## src/hw/rtc_consts.vh

```
`ifndef RTC_CONSTS_VH
`define RTC_CONSTS_VH

// ----------------------------------------
// counter page register offsets
// ----------------------------------------
`define RTC_A_SEC_U 4'h0
`define RTC_A_SEC_T 4'h1
`define RTC_A_MIN_U 4'h2
`define RTC_A_MIN_T 4'h3
`define RTC_A_HOUR_U 4'h4
`define RTC_A_HOUR_T 4'h5
`define RTC_A_WDAY 4'h6
`define RTC_A_DAY_U 4'h7
`define RTC_A_DAY_T 4'h8
`define RTC_A_MON_U 4'h9
`define RTC_A_MON_T 4'ha
`define RTC_A_YEAR_U 4'hb
`define RTC_A_YEAR_T 4'hc

// ----------------------------------------
// setup page register offsets and fields
// ----------------------------------------
`define RTC_A_HOUR_FMT 4'ha
`define RTC_A_TMR_SEL 4'hc
`define RTC_TMR_EN_BIT 3
`define RTC_HOUR_FMT_BIT 0

// ----------------------------------------
// reset values
// ----------------------------------------
`define RTC_RST_HOUR 8'h12
`define RTC_RST_DATE 8'h01
`define RTC_RST_ZERO 4'h0

// ----------------------------------------
// timing, counted in 32.768 khz oscillator ticks
// ----------------------------------------
`define RTC_PRE_LAST 15'h7fff
// free-running period at code 000: 625 ms of oscillator ticks
`define RTC_TMR_FREE_TICKS 15'h5000
// output low span, a tenth of the period, so restart-to-expiry is 562.5 ms at code 000
`define RTC_TMR_LOW_TICKS 15'h0800

`endif

```

## src/hw/rtc_cal.v

```verilog
// Functional notes
// timer select reads enable on D3, zeros on D2/D1, output flag on D0
// timer enable 0 keeps timer output released
// restart-to-expiry time 562ms at code 000, halving per code step
// without restart, output repeats every 625ms at code 000, halving per step
// host restart reloads timeout; expiry drives timer output low
// chip-enable low stops timer and releases pin; high restarts it
// oscillator stop clears timer enable and releases pin
// restart while output is low releases output at once
// seconds, minutes, hours as BCD digits at 0h..5h, unused bits zero
// second-carry enable 0 blocks prescaler carry into seconds
// seconds and minutes count 00..59 and carry on wrap
// hours carry into day and weekday at 11pm->12am or 23->00
// 12-hour tens 0/1 am, 2/3 pm; 12 midnight, 32 noon
// hour format bit 0 selects 12-hour, 1 selects 24-hour
// weekday at 6h counts 000..110 then wraps on day carry
// host never writes weekday 111
// day, month, year BCD digits at 7h..Ch, unused bits zero
// day ends at 31 or 30 by month, then wraps to 1 with carry
// february ends at 29 in leap years, 28 otherwise
// month counts 1..12 and carries into year on wrap
// year counts 00..99; multiples of four are leap when enabled
// year digit write clears leap disable; disabled means february ends at 28
// host never loads non-existent time or date values
// chip-enable high: read needs read and select low; write needs write and select
// chip-enable low disables bus pins and ignores strobes
// timer output flag reads 1 while timer output is driven low
// counters and timer derive from one 32.768 khz divider chain; the timer counts osc_tick in its own tmr_cnt, not the prescaler
`include "rtc_consts.vh"

module rtc_cal #(
    parameter [14:0] FREE_TICKS = `RTC_TMR_FREE_TICKS,
    parameter [14:0] LOW_TICKS = `RTC_TMR_LOW_TICKS
) (
    // clock and reset
    input wire mclk,
    input wire rst_b,
    input wire clk_en,
    // oscillator tick, one mclk pulse per 32.768 khz period
    input wire osc_tick,
    // host bus
    input wire ce,
    input wire cs_n,
    input wire rd_n,
    input wire wr_n,
    input wire setup_page,
    input wire [3:0] addr,
    input wire [3:0] data_in,
    output reg [3:0] data_out,
    output reg data_oe,
    // loose control bits
    input wire second_carry_enable,
    input wire timer_restart_bit,
    input wire osc_stopped_flag,
    input wire leap_disable_set,
    output reg leap_disable_bit,
    // open-drain timer pin
    output reg timer_output_n,
    output reg timer_output_n_oe
);

    // ----------------------------------------
    // helper functions
    // ----------------------------------------
    // two-digit bcd increment, no wrap
    // callers pick the wrap point, so one adder serves every digit pair except the hours in 12-hour mode
    function [7:0] rtc_bcd_inc;
        input [7:0] v;
        begin
            if (v[3:0] == 4'h9) begin
                rtc_bcd_inc = {v[7:4] + 4'h1, 4'h0};
            end else begin
                rtc_bcd_inc = {v[7:4], v[3:0] + 4'h1};
            end
        end
    endfunction

    // last day of the month in bcd
    // a month outside 1..12 falls to the 31-day default
    function [7:0] rtc_day_max;
        input [7:0] mon;
        input lp;
        begin
            case (mon)
                8'h02: rtc_day_max = lp ? 8'h29 : 8'h28;
                8'h04, 8'h06, 8'h09, 8'h11: rtc_day_max = 8'h30;
                default: rtc_day_max = 8'h31;
            endcase
        end
    endfunction

    // next hour code, top bit is the day carry
    // 12-hour codes run 12, 01..11, 32, 21..31: tens bit 1 is the pm flag
    function [8:0] rtc_hour_next;
        input [7:0] h;
        input fmt24;
        begin
            if (fmt24) begin
                if (h == 8'h23) begin
                    rtc_hour_next = {1'b1, 8'h00};
                end else begin
                    rtc_hour_next = {1'b0, rtc_bcd_inc(h)};
                end
            end else if (h[4] && h[3:0] == 4'h1) begin
                // 11 am goes to noon 32, 11 pm to midnight 12
                rtc_hour_next = h[5] ? {1'b1, 8'h12} : {1'b0, 8'h32};
            end else if (h[4] && h[3:0] == 4'h2) begin
                rtc_hour_next = {1'b0, 2'b00, h[5], 1'b0, 4'h1};
            end else if (h[3:0] == 4'h9) begin
                rtc_hour_next = {1'b0, 2'b00, h[5], 1'b1, 4'h0};
            end else begin
                rtc_hour_next = {1'b0, h[7:4], h[3:0] + 4'h1};
            end
        end
    endfunction

    // ----------------------------------------
    // state
    // ----------------------------------------
    // digits stay packed bcd pairs, so carries and reads need no conversion
    reg [14:0] pre;
    reg [7:0] sec;
    reg [7:0] min;
    reg [7:0] hour;
    reg [2:0] wday;
    reg [7:0] day;
    reg [7:0] mon;
    reg [7:0] year;
    reg hour_24;
    reg tmr_en;
    reg [2:0] tmr_sel;
    reg [14:0] tmr_cnt;
    reg wr_act_q;
    reg [3:0] wa;
    reg [3:0] wd;
    reg wpage;

    // bus qualifiers, all gated by chip enable
    // a write is committed when its strobe ends, so data may still settle while
    // the strobe is low; the last value sampled before the end wins
    wire rd_act = ce & ~cs_n & ~rd_n;
    wire wr_act = ce & ~cs_n & ~wr_n;
    wire wr_go = wr_act_q & ~wr_act & ce;
    wire wr_cnt = wr_go & ~wpage;
    wire wr_setup = wr_go & wpage;

    // calendar second tick from the prescaler; the timer divides oscillator ticks in its own counter
    // bcd leap test: odd tens need units 2 or 6, even tens units 0, 4 or 8
    // shifting by the code halves period and low span per step
    wire sec_tick = osc_tick & (pre == `RTC_PRE_LAST) & second_carry_enable;
    wire [1:0] leap_sum = year[1:0] + {year[4], 1'b0};
    wire is_leap = ~leap_disable_bit & (leap_sum == 2'b00);
    wire [8:0] hour_nx = rtc_hour_next(hour, hour_24);
    wire [14:0] tmr_per = FREE_TICKS >> tmr_sel;
    wire [14:0] tmr_low = LOW_TICKS >> tmr_sel;

    // ----------------------------------------
    // prescaler
    // ----------------------------------------
    // runs on regardless of the carry enable, so a stopped clock resumes in phase
    // limitation: the first second after reset lasts a full 32768 ticks
    always @(posedge mclk or negedge rst_b) begin
        if (!rst_b) begin
            pre <= 15'h0000;
        end else if (clk_en && osc_tick) begin
            pre <= pre + 15'h0001;
        end
    end

    // ----------------------------------------
    // host write capture
    // ----------------------------------------
    // address and data are taken while the strobe is active and committed at its end
    // a strobe that ends while chip enable is low is dropped, as the pins are off
    always @(posedge mclk or negedge rst_b) begin
        if (!rst_b) begin
            wr_act_q <= 1'b0;
            wa <= 4'h0;
            wd <= 4'h0;
            wpage <= 1'b0;
        end else if (clk_en) begin
            wr_act_q <= wr_act;
            if (wr_act) begin
                wa <= addr;
                wd <= data_in;
                wpage <= setup_page;
            end
        end
    end

    // ----------------------------------------
    // time and calendar counters
    // ----------------------------------------
    // a host write lands after the count, so the written digit wins that cycle
    // the 1 hz carry ripples through every digit in one cycle, so a read never
    // sees a half-carried time; a carry out of a non-existent value is not guarded
    // weekday steps 110 to 000; a loaded 111 also steps to 000
    always @(posedge mclk or negedge rst_b) begin
        if (!rst_b) begin
            sec <= 8'h00;
            min <= 8'h00;
            hour <= `RTC_RST_HOUR;
            wday <= 3'h0;
            day <= `RTC_RST_DATE;
            mon <= `RTC_RST_DATE;
            year <= 8'h00;
        end else if (clk_en) begin
            if (sec_tick) begin
                if (sec == 8'h59) begin
                    sec <= 8'h00;
                    if (min == 8'h59) begin
                        min <= 8'h00;
                        hour <= hour_nx[7:0];
                        if (hour_nx[8]) begin
                            wday <= (wday == 3'h6) ? 3'h0 : wday + 3'h1;
                            if (day == rtc_day_max(mon, is_leap)) begin
                                day <= 8'h01;
                                if (mon == 8'h12) begin
                                    mon <= 8'h01;
                                    year <= (year == 8'h99) ? 8'h00 : rtc_bcd_inc(year);
                                end else begin
                                    mon <= rtc_bcd_inc(mon);
                                end
                            end else begin
                                day <= rtc_bcd_inc(day);
                            end
                        end
                    end else begin
                        min <= rtc_bcd_inc(min);
                    end
                end else begin
                    sec <= rtc_bcd_inc(sec);
                end
            end
            // unused high bits are dropped so they always read as zero
            if (wr_cnt) begin
                case (wa)
                    `RTC_A_SEC_U: sec[3:0] <= wd;
                    `RTC_A_SEC_T: sec[7:4] <= {1'b0, wd[2:0]};
                    `RTC_A_MIN_U: min[3:0] <= wd;
                    `RTC_A_MIN_T: min[7:4] <= {1'b0, wd[2:0]};
                    `RTC_A_HOUR_U: hour[3:0] <= wd;
                    `RTC_A_HOUR_T: hour[7:4] <= {2'b00, wd[1:0]};
                    `RTC_A_WDAY: wday <= wd[2:0];
                    `RTC_A_DAY_U: day[3:0] <= wd;
                    `RTC_A_DAY_T: day[7:4] <= {2'b00, wd[1:0]};
                    `RTC_A_MON_U: mon[3:0] <= wd;
                    `RTC_A_MON_T: mon[7:4] <= {3'b000, wd[0]};
                    `RTC_A_YEAR_U: year[3:0] <= wd;
                    `RTC_A_YEAR_T: year[7:4] <= wd;
                    default: ;
                endcase
            end
        end
    end

    // ----------------------------------------
    // setup bits: hour format, leap disable, timer select
    // ----------------------------------------
    // the hour format converts nothing already loaded: set it before the hour digits
    // year writes are seen at the commit edge, the edge on which the digit lands
    wire year_wr = wr_cnt & (wa == `RTC_A_YEAR_U || wa == `RTC_A_YEAR_T);
    always @(posedge mclk or negedge rst_b) begin
        if (!rst_b) begin
            hour_24 <= 1'b0;
            leap_disable_bit <= 1'b0;
            tmr_en <= 1'b0;
            tmr_sel <= 3'h0;
        end else if (clk_en) begin
            if (wr_setup && wa == `RTC_A_HOUR_FMT) begin
                hour_24 <= wd[`RTC_HOUR_FMT_BIT];
            end
            // a set in the same cycle as a year write wins
            if (leap_disable_set) begin
                leap_disable_bit <= 1'b1;
            end else if (year_wr) begin
                leap_disable_bit <= 1'b0;
            end
            // a new code acts at once; a count already past the new period expires
            // on the next oscillator tick
            if (wr_setup && wa == `RTC_A_TMR_SEL) begin
                tmr_en <= wd[`RTC_TMR_EN_BIT];
                tmr_sel <= wd[2:0];
            end
            // oscillator stop overrides any host write of the enable
            if (osc_stopped_flag) begin
                tmr_en <= 1'b0;
            end
        end
    end

    // ----------------------------------------
    // interval timer
    // ----------------------------------------
    // counts oscillator ticks over one free-running period; the pin is low for the
    // first tmr_low ticks after expiry, and a restart jumps to tmr_low so the next
    // expiry comes tmr_per - tmr_low ticks later
    // the pin value is tied low as an open-drain pin; only its enable moves
    // a restart outranks an expiry in the same cycle, so a host that keeps
    // restarting in time never sees the pin fall
    always @(posedge mclk or negedge rst_b) begin
        if (!rst_b) begin
            tmr_cnt <= 15'h0000;
            timer_output_n_oe <= 1'b0;
            timer_output_n <= 1'b0;
        end else if (clk_en) begin
            timer_output_n <= 1'b0;
            if (!ce || !tmr_en || osc_stopped_flag) begin
                // parked as after a restart, so chip enable rising restarts it
                tmr_cnt <= tmr_low;
                timer_output_n_oe <= 1'b0;
            end else if (timer_restart_bit) begin
                tmr_cnt <= tmr_low;
                timer_output_n_oe <= 1'b0;
            end else if (osc_tick) begin
                if (tmr_cnt >= tmr_per - 15'h0001) begin
                    tmr_cnt <= 15'h0000;
                    timer_output_n_oe <= 1'b1;
                end else begin
                    tmr_cnt <= tmr_cnt + 15'h0001;
                    if (tmr_cnt == tmr_low - 15'h0001) begin
                        timer_output_n_oe <= 1'b0;
                    end
                end
            end
        end
    end

    // ----------------------------------------
    // read path
    // ----------------------------------------
    // unmapped offsets and the write-only hour format read as zero
    // timer select reads back only the enable and the live output flag
    reg [3:0] rd_mux;
    always @* begin
        rd_mux = 4'h0;
        if (setup_page) begin
            if (addr == `RTC_A_TMR_SEL) begin
                rd_mux = {tmr_en, 2'b00, timer_output_n_oe};
            end
        end else begin
            case (addr)
                `RTC_A_SEC_U: rd_mux = sec[3:0];
                `RTC_A_SEC_T: rd_mux = sec[7:4];
                `RTC_A_MIN_U: rd_mux = min[3:0];
                `RTC_A_MIN_T: rd_mux = min[7:4];
                `RTC_A_HOUR_U: rd_mux = hour[3:0];
                `RTC_A_HOUR_T: rd_mux = hour[7:4];
                `RTC_A_WDAY: rd_mux = {1'b0, wday};
                `RTC_A_DAY_U: rd_mux = day[3:0];
                `RTC_A_DAY_T: rd_mux = day[7:4];
                `RTC_A_MON_U: rd_mux = mon[3:0];
                `RTC_A_MON_T: rd_mux = mon[7:4];
                `RTC_A_YEAR_U: rd_mux = year[3:0];
                `RTC_A_YEAR_T: rd_mux = year[7:4];
                default: rd_mux = 4'h0;
            endcase
        end
    end

    // data pins are driven one cycle after the read becomes active
    // the lag costs one cycle of access time but keeps every output on a flip-flop
    always @(posedge mclk or negedge rst_b) begin
        if (!rst_b) begin
            data_out <= 4'h0;
            data_oe <= 1'b0;
        end else if (clk_en) begin
            data_oe <= rd_act;
            data_out <= rd_act ? rd_mux : 4'h0;
        end
    end

endmodule

```

## config.mk

```make
export PLATFORM = sky130hd
export DESIGN_NAME = rtc_cal
export DESIGN_NICKNAME = d
export VERILOG_FILES = /design/src/hw/rtc_cal.v
export VERILOG_INCLUDE_DIRS = /design/src /design/src/hw
export SDC_FILE = /design/constraint.sdc
export NUM_CORES = 1
export LEC_CHECK = 0
export BUFFER_PORTS_ARGS = -buffer_cell sky130_fd_sc_hd__buf_2
export CAP_MARGIN = 0
export CORE_MARGIN = 8
export CORE_UTILIZATION = 64
export CTS_CLUSTER_DIAMETER = 40
export DETAILED_ROUTE_END_ITERATION = 6
export HOLD_SLACK_MARGIN = 0.05
export PLACE_DENSITY = 0.82
export SETUP_SLACK_MARGIN = 0.5
export SYNTH_ARGS = -nofsm -noshare
export SYNTH_HDL_FRONTEND = slang
export SYNTH_SLANG_ARGS = --single-unit
```

## constraint.sdc

```tcl
create_clock -name mclk -period 6.1 [get_ports mclk]
set_input_delay 1.22 -clock mclk [delete_from_list [all_inputs] [get_ports mclk]]
set_output_delay 1.22 -clock mclk [all_outputs]
set_load 0.02 [all_outputs]
```

Word level (Yosys, flattened, before mapping):

Cells that the tools add are included.

* $lt $le $gt $ge: 1
* shift-type cells: 2
* $add $sub $neg: 18
* equality and inequality tests: 46
* mux-type cells: 87
* reductions and logical operators: 25
* bitwise gates (word level): 17

Operator list (count)
* 8-bit two-way mux: 45
* 4-bit == test (second input constant): 16
* 15-bit two-way mux: 4
* 4-bit two-way mux: 15
* 4-bit case mux with 13 select lines: 1
* 4-bit by 1-bit adder with 4-bit output (second input constant): 12
* 9-bit two-way mux: 4
* 4-bit by 3-bit == test with 1-bit output (second input constant): 8
* 15-bit by 1-bit adder with 15-bit output (second input constant): 2
* 15-bit by 1-bit subtractor with 15-bit output (second input constant): 2
* 3-bit two-way mux: 7
* 4-bit by 2-bit == test with 1-bit output (second input constant): 5
* 8-bit by 3-bit == test with 1-bit output (second input constant): 2
* 8-bit by 5-bit == test with 1-bit output (second input constant): 2
* 8-bit by 7-bit == test with 1-bit output (second input constant): 2
* 15-bit == test: 1
* 15-bit == test (second input constant): 1
* 15-bit greater-or-equal comparator: 1
* 12-bit by 3-bit >> shifter with 15-bit output (first input constant): 1
* 15-bit by 3-bit >> shifter with 15-bit output (first input constant): 1
* 4-bit by 1-bit == test with 1-bit output (second input constant): 3
* 2-bit AND reduction: 6
* 1-bit AND: 11
* 1-bit two-way mux: 10
* other kinds (20): 34

* register bits after elaboration: 103
* output and inout bits: 8
* logic and storage cells: 216
* input bits: 21

Depth between registers and ports, before layout:

Gate-level depths: netlist (run 1).

* depth after elaboration: 18
* gate-level depth with buffers: 15
* mapped depth without buffers: 13

Least setup slack after synthesis (run 1):

No wires, ideal clock.

* kind: register -> register
* start: register tmr_sel[2]
* end: register tmr_cnt[11]
* stages on the path, launching flop included: 14
* data arrival time: 3.410 ns
* library setup time: 0.069 ns
* clock period less this slack: 3.479 ns
* required time: 6.031 ns
* path buffers: 3
* setup slack: 2.621 ns
* cells stage by stage: dfrtp_1 -> clkbuf_1 -> clkbuf_1 -> nand3_1 -> ha_1 -> buf_1 -> xor2_1 -> ha_1 -> a21oi_1 -> o21ai_0 -> a221oi_1 -> o211ai_1 -> or4_1 -> nand3_1

* cells in the longest elaborated chain, start to end: 7
* elaborated cells between the ends (all ways): 8
* those cells by class: add/sub (1); order compare (1); shift (2); mux (4)

Ends and longest elaborated chain
* start, declared: line rtc_cal.v:131 `reg [2:0] tmr_sel;`
* start signal, assigned: line rtc_cal.v:283 `tmr_sel <= wd[2:0];`
* 15-bit by 3-bit >> shifter with 15-bit output: line rtc_cal.v:154 `wire [14:0] tmr_per = FREE_TICKS >> tmr_sel;`
* 15-bit by 1-bit subtractor with 15-bit output: line rtc_cal.v:316 `if (tmr_cnt >= tmr_per - 15'h0001) begin`
* 15-bit greater-or-equal comparator: line rtc_cal.v:316
* 15-bit two-way mux: line rtc_cal.v:316
* 15-bit two-way mux: line rtc_cal.v:315 `end else if (osc_tick) begin`
* 15-bit two-way mux: line rtc_cal.v:312 `end else if (timer_restart_bit) begin`
* 15-bit two-way mux *: line rtc_cal.v:308 `if (!ce || !tmr_en || osc_stopped_flag) begin`
* end signal, assigned: line rtc_cal.v:310 `tmr_cnt <= tmr_low;`
* end signal, assigned: line rtc_cal.v:313 `tmr_cnt <= tmr_low;`
* end signal, assigned: line rtc_cal.v:320 `tmr_cnt <= tmr_cnt + 15'h0001;`
* end, declared: line rtc_cal.v:132 `reg [14:0] tmr_cnt;`

Every way passes the cells marked *; elsewhere a longest branch is shown, timed or not. The select of a mux whose other input is x is not followed.
A chain may end at the register's enable or synchronous reset.

Final worst setup path (run 1):

* start: register tmr_sel[0]
* end: register tmr_cnt[11]

The elaborated chain is that of the path after synthesis.

==> summary by stage, run 1 <==
Status
The run finished with clean final reports.

Yosys
Of the synthesized area, sequential elements account for 33.86%. After synthesis, the cell types taking the most area are dfrtp_1 (32%), ha_1 (5.6%), o21ai_0 (5.3%). The cell type with the largest total area after synthesis is dfrtp_1. The number of storage elements in the synthesis netlist is 103. The number of enable flip-flop cells after synthesis is 0. The synthesized cell area is 0.007626 mm2. The average cell area after synthesis is 8.227 um2. The async set or reset register ratio after synthesis is 100.0%. The share of the synthesized area in the top cell type is 32.49%. The most instantiated flip-flop cell in the synthesis netlist is dfrtp_1. During synthesis, Yosys emitted a total of 0 warnings. The number of cells produced by synthesis is 927.

The number of nets in the synthesized netlist is 982. Yosys mapped the design onto 79 distinct sky130hd cell types.

Setup path
The critical path arrival is 4200 ps. The sum of buffers and inverters on the critical path is 0. Among cell families on the critical path, the largest total delay comes from compound AO/OA/AOI/OAI gates.

The largest fanout on the critical path is 18. Walking the worst path, the cells encountered are nand3b_1, ha_1, nand2b_1, xnor2_1, nand2b_1, ha_1, a21o_1, a21o_1, a221oi_1, o211ai_1, or4_1, nand3_1. The number of cells on the critical path is 12. STA classifies the critical path endpoint as a flop. The largest single stage delay on the critical path is 670 ps. The slowest stage cell on the critical path is dfrtp_1. The kind of critical path is flop to flop. The nature of the critical path startpoint is a flop. The required time at the endpoint of the critical path is 6400 ps. The path depth of the worst reg2reg path is 12.

Global routing
The pin count of the biggest net entering global routing is 56. After global routing the overflow that remains totals 0. The first-pass GRT wire length is 34.16 mm. The total routing resource utilization after global routing is 26.47%. The number of global-route vias before repair was 6713. The initial antenna violation count is 0.

STA
Setup repair after global routing left no endpoint under its margin. The number of hold violations in the final report is 0. The routed design could run at a clock period as short as 3902 ps. The post-route setup TNS is 0 ps.

The final-report max-slew violation count was 0. The highest achievable clock rate is 256.3 MHz. The clock skew is 12.85 ps. The portion of the clock cycle consumed by the worst path in the final layout is 63.96%. The final setup violation count is 0.

The worst pin sits at a relative slew slack of 18.64%. For the pin with the worst max-slew slack, the measured transition is 1209 ps. Hold timing on the final database bottoms out at a slack of 482.6 ps. After layout, the worst setup slack is 2198 ps.

Drt
The first routing iteration left 909 violations. In the final routed layout, each cell accounts on average for 19.56 um. The post-detailed-route DRC marker count is 0. The count of nets left with antenna violations after detail routing is 0.

The routed wire length is 20.89 mm. The routed via count divided by cell count is 6.823. Before antenna repair, the detailed router went through 6 iterations. For this block, the via count after detailed routing is 7287.

Floorplanning
The effective utilization at floorplan is 64.57%. Measured along the y axis, the die boundary spans 125.2 um. Pin placement for this block handled 29 I/O pins. In this run the standard cell core region covers 0.01181 mm2. The width of the die is 125.2 um. The area of the die is 0.01567 mm2. The number of placement rows is 40.

Placed design
The placed wire-length estimate after detailed placement is 14.72 mm. The placed standard-cell area is 0.007760 mm2. The worst setup slack before clock tree synthesis is 2331 ps.

The final weighted congestion in routability-driven placement is 0.9413. Input and output buffers added on the ports amount to 27.

Clock network
The number of setup buffers added after CTS is 0. At the later pin of the worst-skew pair, clock insertion delay measures 360 ps. The number of CTS-inserted buffers is 9. In this run the number of H-tree levels came out at 3. Once the clock tree was built, the resizer swapped 0 gates to a different size. The post-cts hold buffer count is 0.

The buffer type at the clock tree root is clkbuf_16. TritonCTS built the clock tree. The number of clock sinks is 103. The clock-pin slew of the registers on the worst-case setup and hold paths is 70 ps. The clock passes through at most 2 buffers.

Final layout
After routing the design area is 0.008038 mm2. After the last flow step, the layout net total stands at 970. In the final layout, the share of cells above drive strength 1 is 9.130%. Cells fill 68.05% of the core in the end. The signed area change from the synthesized netlist to the final layout is 5.398%. Summing all multi-input logic gate instances after layout gives 0.004702 mm2. Registers take 0.002582 mm2. Leaving out fill and tap cells, the most frequent cell in the layout is nand2_1.

In the layout the commonest cells are nand2_1 (106), dfrtp_1 (99), o21ai_0 (81). Fill cells in the final layout number 987.

Pwr
The total power density per cell area is 204.8 mW/mm2. The leakage dissipation is 3.345 nW. The worst vdd rail ir drop is 0.0001779 V.

Worst hold path
Along the worst hold path, the cell count comes to 1. The tightest min-delay check is of the flop to flop type.

Flow run
The number of max-capacitance violations reported is 0.
-- metal layers --
metal  vias to the layer above  share of wire (%)  global-route usage (%)
li1                       3393                  -                       -
met1                      3456                 43                   36.31
met2                       371                 45                   39.53
met3                        67                8.8                   5.610
met4                         0                3.4                   11.32
met5                         -                  0                       0
-- Yosys cell counts (all sizes together) (13+ instances only) --
| cell type | instances |
|---|---|
| a21oi | 56 |
| a31oi | 13 |
| and3 | 17 |
| clkbuf | 47 |
| dfrtp | 99 |
| ha | 34 |
| inv | 32 |
| mux2 | 16 |
| mux2i | 13 |
| nand2 | 106 |
| nand2b | 18 |
| nand3 | 38 |
| nand4 | 20 |
| nor2 | 64 |
| nor3 | 37 |
| nor4 | 17 |
| o21ai | 81 |
| xnor2 | 19 |
-- power by group --
group / switching, mW / internal (mW) / leakage [nW]
Sequential: 0.121 / 0.735 / 1.35
Clock: 0.270 / 0.292 / 0.131
Combinational: 0.132 / 0.0967 / 1.87
Total: 0.523 / 1.12 / 3.34
-- worst paths after layout --
check	startpoint	to	slack [ps]
min in group asynchronous	rst_b	pre[11]	870
max reg2reg	tmr_sel[0]	tmr_cnt[11]	2200
min	pre[12]	pre[12]	480
max in group asynchronous	rst_b	mon[5]	4090
min reg2reg	pre[12]	pre[12]	480
max	tmr_sel[0]	tmr_cnt[11]	2200
-- cell type report --
cell class,instances,share of cell area [%]
multi-input cells,737,58.50
flip-flops and latches,103,32.13
clock buffers,13,3.113
well taps,147,2.288
repair buffers,31,2.086
inverters,33,1.541
clock inverters,3,0.3113
diodes,1,0.03113
-- sequential cells by signal, indices dropped and copies added, names as in the netlist, 3 cells and up --
signal    flops
pre          15
mon           8
tmr_cnt      15
wday          3
wd            4
sec           8
min           8
data_out      4
wa            4
day           8
year          8
tmr_sel       3
hour          8
-- metrics by stage --
stage	power, mW	std cells
6_report	1.646	1068
2_1_floorplan	0.9930	927
3_3_place_gp	1.078	1051
3_5_place_dp	1.088	1051
5_1_grt	1.714	1067
4_1_cts	1.644	1067
-- cell families after synthesis --
logic type | Yosys count | synth area share (%)
flops | 103 | 33.86
simple gates | 386 | 26.28
mux | 31 | 4.659
compound gates | 259 | 22.10
fa+ha+maj | 34 | 5.578
xor+xnor | 26 | 2.986
other cells | 1 | 0.04917
buf+inv | 87 | 4.479
-- worst register-to-register path, stage by stage (launching register included) --
cell,delay [ps]
dfrtp_1,670
nand3b_1,210
ha_1,440
nand2b_1,160
xnor2_1,190
nand2b_1,100
ha_1,180
a21o_1,150
a21o_1,170
a221oi_1,430
o211ai_1,430
or4_1,610
nand3_1,100
No activity file was read; power rests on OpenSTA's default activity.
==> inputs of run 2 (changes only) <==
--- a/config.mk
+++ b/config.mk
@@ -9,11 +9,11 @@
 export BUFFER_PORTS_ARGS = -buffer_cell sky130_fd_sc_hd__buf_2
 export CAP_MARGIN = 0
 export CORE_MARGIN = 8
-export CORE_UTILIZATION = 64
+export CORE_UTILIZATION = 57
 export CTS_CLUSTER_DIAMETER = 40
 export DETAILED_ROUTE_END_ITERATION = 6
 export HOLD_SLACK_MARGIN = 0.05
-export PLACE_DENSITY = 0.82
+export PLACE_DENSITY = 0.77
 export SETUP_SLACK_MARGIN = 0.5
 export SYNTH_ARGS = -nofsm -noshare
 export SYNTH_HDL_FRONTEND = slang
==> constraint.sdc (replaced) <==
create_clock -name mclk -period 3.45 [get_ports mclk]
set_input_delay 0.69 -clock mclk [delete_from_list [all_inputs] [get_ports mclk]]
set_output_delay 0.69 -clock mclk [all_outputs]
set_load 0.02 [all_outputs]
==> run 2 against run 1 <==
  * Sequential share of layout area shrank 1.8 points
  * Clock skew shrank 2.0 ps
  * Combinational power grew 86%
  * Critical path type unchanged
  * Critical path depth shrank 3
  * Cell area grew 6.0%
  * Routed wire length grew 3.7%
  * Non-clock buffer count grew 32
  * Sequential cell count is the same
  * Maximum frequency grew 35%
  * Critical endpoint unchanged
  * First-iteration DRC count shrank 7.8%
==> summary by stage, run 2 (synthesis gave the netlist of run 1 again) <==
Flow run
The number of max-capacitance violations reported is 0.

Clock network
In this run, post-CTS hold repair placed 0 buffers. The CTS tree is yes. The latest clock arrival within the worst-skew pair is 370 ps.

TritonCTS created 9 clock buffers. In this run the number of H-tree levels came out at 3. The longest clock path from root to sink contains 2 buffers. Clock tree synthesis found a total of 103 sinks. The buffer type at the clock tree root is clkbuf_16. The clock-pin slew of the registers on the worst-case setup and hold paths is 70 ps.

Setup path
The kind of critical path is flop to flop. Data on the critical path is required at its endpoint by 3750 ps. The worst setup path is launched from a flop. The largest fanout on the critical path is 15. At the worst endpoint, the arrival time is 3190 ps. STA classifies the critical path endpoint as a flop.

Global routing
Global routing consumed, over all layers together, 24.62% of the routing resources. The initial antenna violation count came to 0. The first global-routing pass estimated 35.13 mm of wire. Entering global routing, the biggest net connects 104 pins. The number of global-route vias before repair is 6826. For this run the aggregate overflow at the end of global routing stands at 0.

Final layout
The largest registers in the layout are pre x15, tmr_cnt x15. The repair_antennas step left the layout with diodes totalling 0. Leaving out fill and tap cells, the most frequent cells in the layout are nand2_1 (104), dfrtp_1 (98), o21ai_0 (76). Counting the fill cells in the layout gives 1111. With fillers left out, the area of the finished cells amounts to 0.008518 mm2.

The library cell used most frequently in the layout, excluding fill and tap cells, is nand2_1. From synthesis to final layout, the design area changed by 11.70%. The count of nets after finishing is 1002. The fraction of final layout cells sized beyond drive strength 1 is 14.39%.

Drt
The average wire per cell in the routed design is 19.19 um. The pre-antenna-repair detailed-routing pass consisted of 7 iterations. Wires add up to 21.65 mm. The DRC marker count from the first detailed-route iteration is 838. The post-detailed-route DRC marker count is 0. After detailed routing, the number of vias per cell comes to 6.590. The total via count after detailed routing is 7434.

The count of nets left with antenna violations after detail routing is 0.

STA
The worst slew margin relative to its limit is 41.75%. Setup violations remaining at the end of the flow were counted as 0. Setup repair after global routing could not meet its margin everywhere. The final-report max-slew violation count is 0. The time the worst path needs with I/O delays and setup is 2893 ps. The number of hold violations in the final report is 0. At the pin with the least slew margin, the transition time is 867.1 ps. The highest achievable clock rate is 345.6 MHz.

Adding up every negative setup slack in the final design gives 0 ps. The portion of the clock cycle consumed by the worst path in the final layout is 83.86%. Between clock sinks in the finished design, the worst skew comes to 10.84 ps.

Placed design
At the end of routability-driven placement, the weighted congestion stood at 0.8902. The placed wire-length estimate after detailed placement is 14.67 mm. The placed standard-cell area is 0.007953 mm2.

The count of buffers added on input and output ports is 27.

Floorplanning
Row generation in the floorplan step produced 42 rows. The die height is 131.7 um. The die covers 0.01734 mm2. The core footprint is 0.01314 mm2. The I/O pin total is 29.

The effective utilization at floorplan is 58.05%. The width of the die is 131.7 um.

Status
The flow ran to the end, and the final reports show no timing, DRC or antenna violations.

Pwr
The total power density per cell area is 360.5 mW/mm2. The leakage dissipation is 3.562 nW. IR analysis of the VDD net gives a maximum drop of 0.0002438 V.

Worst hold path
The worst hold-check path type is input pin to async pin.
## run 2: worst max-delay path: stages (launching register included)
cell and delay [ps]:
dfrtp_1 400, buf_4 210, or3_1 410, ha_1 340, and4_2 290, a221oi_4 320
o211ai_1 180, buf_4 190, or4_1 390, nand3_1 90
## run 2: layout make-up
cell class              instances  area [um2]  share of cell area [%]
multi-input cells             737        4838                   56.80
well taps                     176       220.2                   2.585
inverters                      33       123.9                   1.454
repair buffers                 63       432.9                   5.082
flip-flops and latches        103        2584                   30.33
clock inverters                 6       90.09                   1.058
clock buffers                  10       229.0                   2.688
## run 2: per-stage QoR
step	total power, mW	hold slack, ps	instances	utilization [%]	setup WS (ps)
after global placement	1.923	470.4	1098	60.53	463.5
after floorplan	1.757	394.4	927	-	518.5
final	3.071	359.3	1128	64.84	556.8
after global routing	3.197	416.7	1128	64.84	397.0
after CTS	3.076	411.8	1118	63.50	507.9
after detailed placement	1.939	481.3	1098	60.53	367.3
## run 2: power by group
part	switching, mW	total (mW)	internal [mW]	leakage (nW)
sequential	0.214	1.51	1.30	1.35
combinational	0.245	0.427	0.182	2.06
clock	0.491	1.13	0.641	0.153
## run 2: path summary, 6_finish.rpt
check / startpoint / end / slack [ps] / cells past startpoint
min in group mclk: pre[12] / pre[12] / 480 / 1
worst min register to register: pre[12] / pre[12] / 480 / 1
worst max register to register: tmr_sel[1] / tmr_cnt[11] / 560 / 9
worst min-delay path: rst_b / pre[6] / 360 / 2
worst max-delay path: tmr_sel[1] / tmr_cnt[11] / 560 / 9
max in group asynchronous: rst_b / year[1] / 2610 / 2
## run 2: repair_timing
item,in CTS,in global routing
setup buffers,4,9
pin swaps,1,8
resized for setup,7,26
cloned,0,1
setup endpoints to repair,16,35
## run 2: metal layers
| metal | vias up | global-route usage [%] | share of wire [%] |
|---|---|---|---|
| li1 | 3464 | - | - |
| met1 | 3586 | 33.18 | 42 |
| met2 | 328 | 37.73 | 46 |
| met3 | 56 | 5.716 | 8.5 |
| met4 | 0 | 9.253 | 2.8 |
| met5 | - | 0 | 0 |
==> inputs of run 3 (changes only) <==
--- a/config.mk
+++ b/config.mk
@@ -9,11 +9,11 @@
 export BUFFER_PORTS_ARGS = -buffer_cell sky130_fd_sc_hd__buf_2
 export CAP_MARGIN = 0
 export CORE_MARGIN = 8
-export CORE_UTILIZATION = 57
+export CORE_UTILIZATION = 63
 export CTS_CLUSTER_DIAMETER = 40
 export DETAILED_ROUTE_END_ITERATION = 6
 export HOLD_SLACK_MARGIN = 0.05
-export PLACE_DENSITY = 0.77
+export PLACE_DENSITY = 0.81
 export SETUP_SLACK_MARGIN = 0.5
 export SYNTH_ARGS = -nofsm -noshare
 export SYNTH_HDL_FRONTEND = slang
==> constraint.sdc (replaced) <==
create_clock -name mclk -period 2.7 [get_ports mclk]
set_input_delay 0.54 -clock mclk [delete_from_list [all_inputs] [get_ports mclk]]
set_output_delay 0.54 -clock mclk [all_outputs]
set_load 0.02 [all_outputs]
==> run 3 against run 2 <==
  * The run now ends with negative setup slack left
  * First-iteration DRC count is 28% higher
  * Register-to-register slack worse by 600 ps
  * Routed wire length is 18% higher
  * Utilization is 18 points higher
  * Cell area is 16% higher
  * Critical path depth is 2 higher
  * Sequential cell count stayed put
  * Clock skew is 1.8 ps lower
  * Sequential share of layout area is 4.1 points lower
  * Global-route usage is 6.2 points higher
  * Combinational power is 81% higher
  * Critical path type unchanged
  * Largest cell class unchanged
  * Largest power group unchanged
==> summary by stage, run 3 (synthesis gave the netlist of run 1 again) <==
Floorplanning
The die covers 0.01588 mm2. In this run the core area contains 40 standard-cell rows. The core region is 0.01191 mm2. The floorplan step set the die height to 126.0 um.

The effective utilization at floorplan is 64.02%. Pin placement for this block handled 29 I/O pins. The width of the die is 126.0 um.

Drt
The routed via count divided by cell count is 6.850. The average wire per cell in the routed design is 21.38 um. For this run, the detailed router's first-pass iteration total came to 7. In this run, the number of DRC markers left after iteration 0 of detailed routing was 1070. The count of nets left with antenna violations after detail routing is 0. For this run, design rule violations remaining after detail routing come to 0. The routed layout has 8200 vias.

The routed wire length is 25.59 mm.

Clock network
CTS saw 103 sinks. The buffer type at the clock tree root is clkbuf_16. The number of CTS-inserted buffers is 9. The clock-pin slew of the registers on the worst-case setup and hold paths is 80 ps. CTS built an H-tree with a depth of 3. The post-cts hold buffer count is 0.

The later pin in the worst-skew pair is clocked with a latency of 360 ps. In this run the deepest clock path goes through 2 buffers. TritonCTS built the clock tree.

Worst hold path
The path class of the tightest hold or removal check is input pin to async pin.

Pwr
The total power density per cell area is 413.2 mW/mm2. The analysis attributes to cell leakage a power of 4.192 nW. The worst-case IR drop observed on VDD is 0.0004479 V.

Final layout
The most common cell after layout, fill and taps aside is buf_4. The repair_antennas step left the layout with diodes totalling 0. The top cell types in the final layout, fill and taps aside, are buf_4 (104), nand2_1 (100), dfrtp_1 (96). The finished cells cover 0.009854 mm2. Excluding fillers, the count of instances in the completed layout stands at 1197. The area growth from synthesis to layout is 29.22%. In the final layout, the share of cells above drive strength 1 is 30.95%. The largest registers in the layout are pre x15, tmr_cnt x15. The count of nets after finishing is 1100. The area of the multi-input gates is 0.005378 mm2. The area used by sequential logic in the layout is 0.002586 mm2. The layout filler cell count is 705.

STA
The final-report max-slew violation count is 0. In the finished design, the share of the clock period the worst path needs comes to 101.7%. Headroom to the max-slew limit came out at 41.46%. Subtracting the final worst setup slack from the clock period gives 2745 ps. Setup repair after global routing could not meet its margin everywhere. The post-route setup TNS is -172.6 ps. The number of hold violations in the final report came to 0.

The highest achievable clock rate is 364.4 MHz. The final worst slack is -44.56 ps. The clock arrives with 9.039 ps of skew. Setup violations remaining at the end of the flow were counted as 8. The transition time at the pin with the least slew margin is 878.1 ps.

Setup path
STA classifies the critical path startpoint as a flop. The required time at the endpoint of the critical path is 2940 ps. The largest fanout on the critical path is 8.

Data on the critical path arrives at its endpoint at 2990 ps. STA classifies the critical path endpoint as a flop. The kind of critical path is flop to flop.

Global routing
The pin count of the biggest net entering global routing is 48. After global routing the overflow that remains totals 0. The initial antenna violation count is 0. In the global route stage, overall resource usage came out at 30.77%. The first global-routing pass estimated 39.63 mm of wire. The number of global-route vias before repair is 7795.

Flow run
The number of max-capacitance violations reported is 0.

Placed design
Once detailed placement completed, the half-perimeter wirelength came to 17.22 mm. The number of placed instances, taps included, is 1125. The number of input and output port buffers inserted is 27. The final weighted congestion in routability-driven placement is 0.9347.

The placed standard-cell area is 0.008453 mm2.

Status
The checks that failed: negative setup slack. The flow ran to the end, but the final reports show violations.
## run 3: routing by layer
layer  GRT usage (%)  part of all wire (%)  up-vias  wire length (um)
met1           39.39                    40     3943             10310
li1                -                     -     3664                 -
met2           49.73                    46      478             11880
met3           6.498                   9.4      115              2412
met5               0                     0        -                 0
met4           12.46                   3.9        0               990
## run 3: report_power, final
part,leakage [nW],switching (mW),internal [mW]
clock,0.151,0.667,0.744
combinational,2.70,0.441,0.330
sequential,1.34,0.227,1.66
total,4.19,1.34,2.74
## run 3: timing repair
| item | CTS | global route |
|---|---|---|
| setup buffers | 36 | 20 |
| endpoints found under the setup margin | 49 | 54 |
| resized for setup | 97 | 60 |
| pin swaps | 40 | 23 |
## run 3: path summary, 6_finish.rpt
kind	startpoint	end	depth (start not counted)	slack [ps]
setup / recovery	hour[4]	year[5]	11	-40
hold / removal	rst_b	pre[7]	1	160
setup reg to reg	hour[4]	year[5]	11	-40
hold reg to reg	data_out[3]	data_out[3]	1	490
max in group asynchronous	rst_b	hour[4]	2	1830
min in group mclk	osc_stopped_flag	tmr_en	2	390
## run 3: layout make-up
cell class                      instances  share of cell area (%)
Clock inverter                          7                  0.8761
Multi-Input combinational cell        737                   54.57
Clock buffer                            9                   2.285
Timing Repair Buffer                  161                   12.87
Sequential cell                       103                   26.24
Inverter                               33                   1.282
Tap cell                              147                   1.866
## run 3: critical path, stage by stage, from the launching register on
cell and delay (ps):
dfstp_2 530, or3b_4 400, nor2_4 130, ha_4 150, inv_4 30, o22ai_4 200, nand2_4 110, a2111oi_4 340
buf_4 230, a21oi_2 60, nand2b_4 160, a211o_1 270
## run 3: through the flow
stage                     setup slack (ps)  util (%)  hold WS [ps]  power, mW
final                               -44.56     82.73         156.9      4.072
after CTS                           -5.245     79.20         174.0      3.977
after global placement               42.68     70.97         463.9      2.513
after global routing                -173.2     82.73         193.4      4.214
after floorplan                     -184.6         -         244.4      2.255
after detailed placement            -140.4     70.97         482.8      2.548
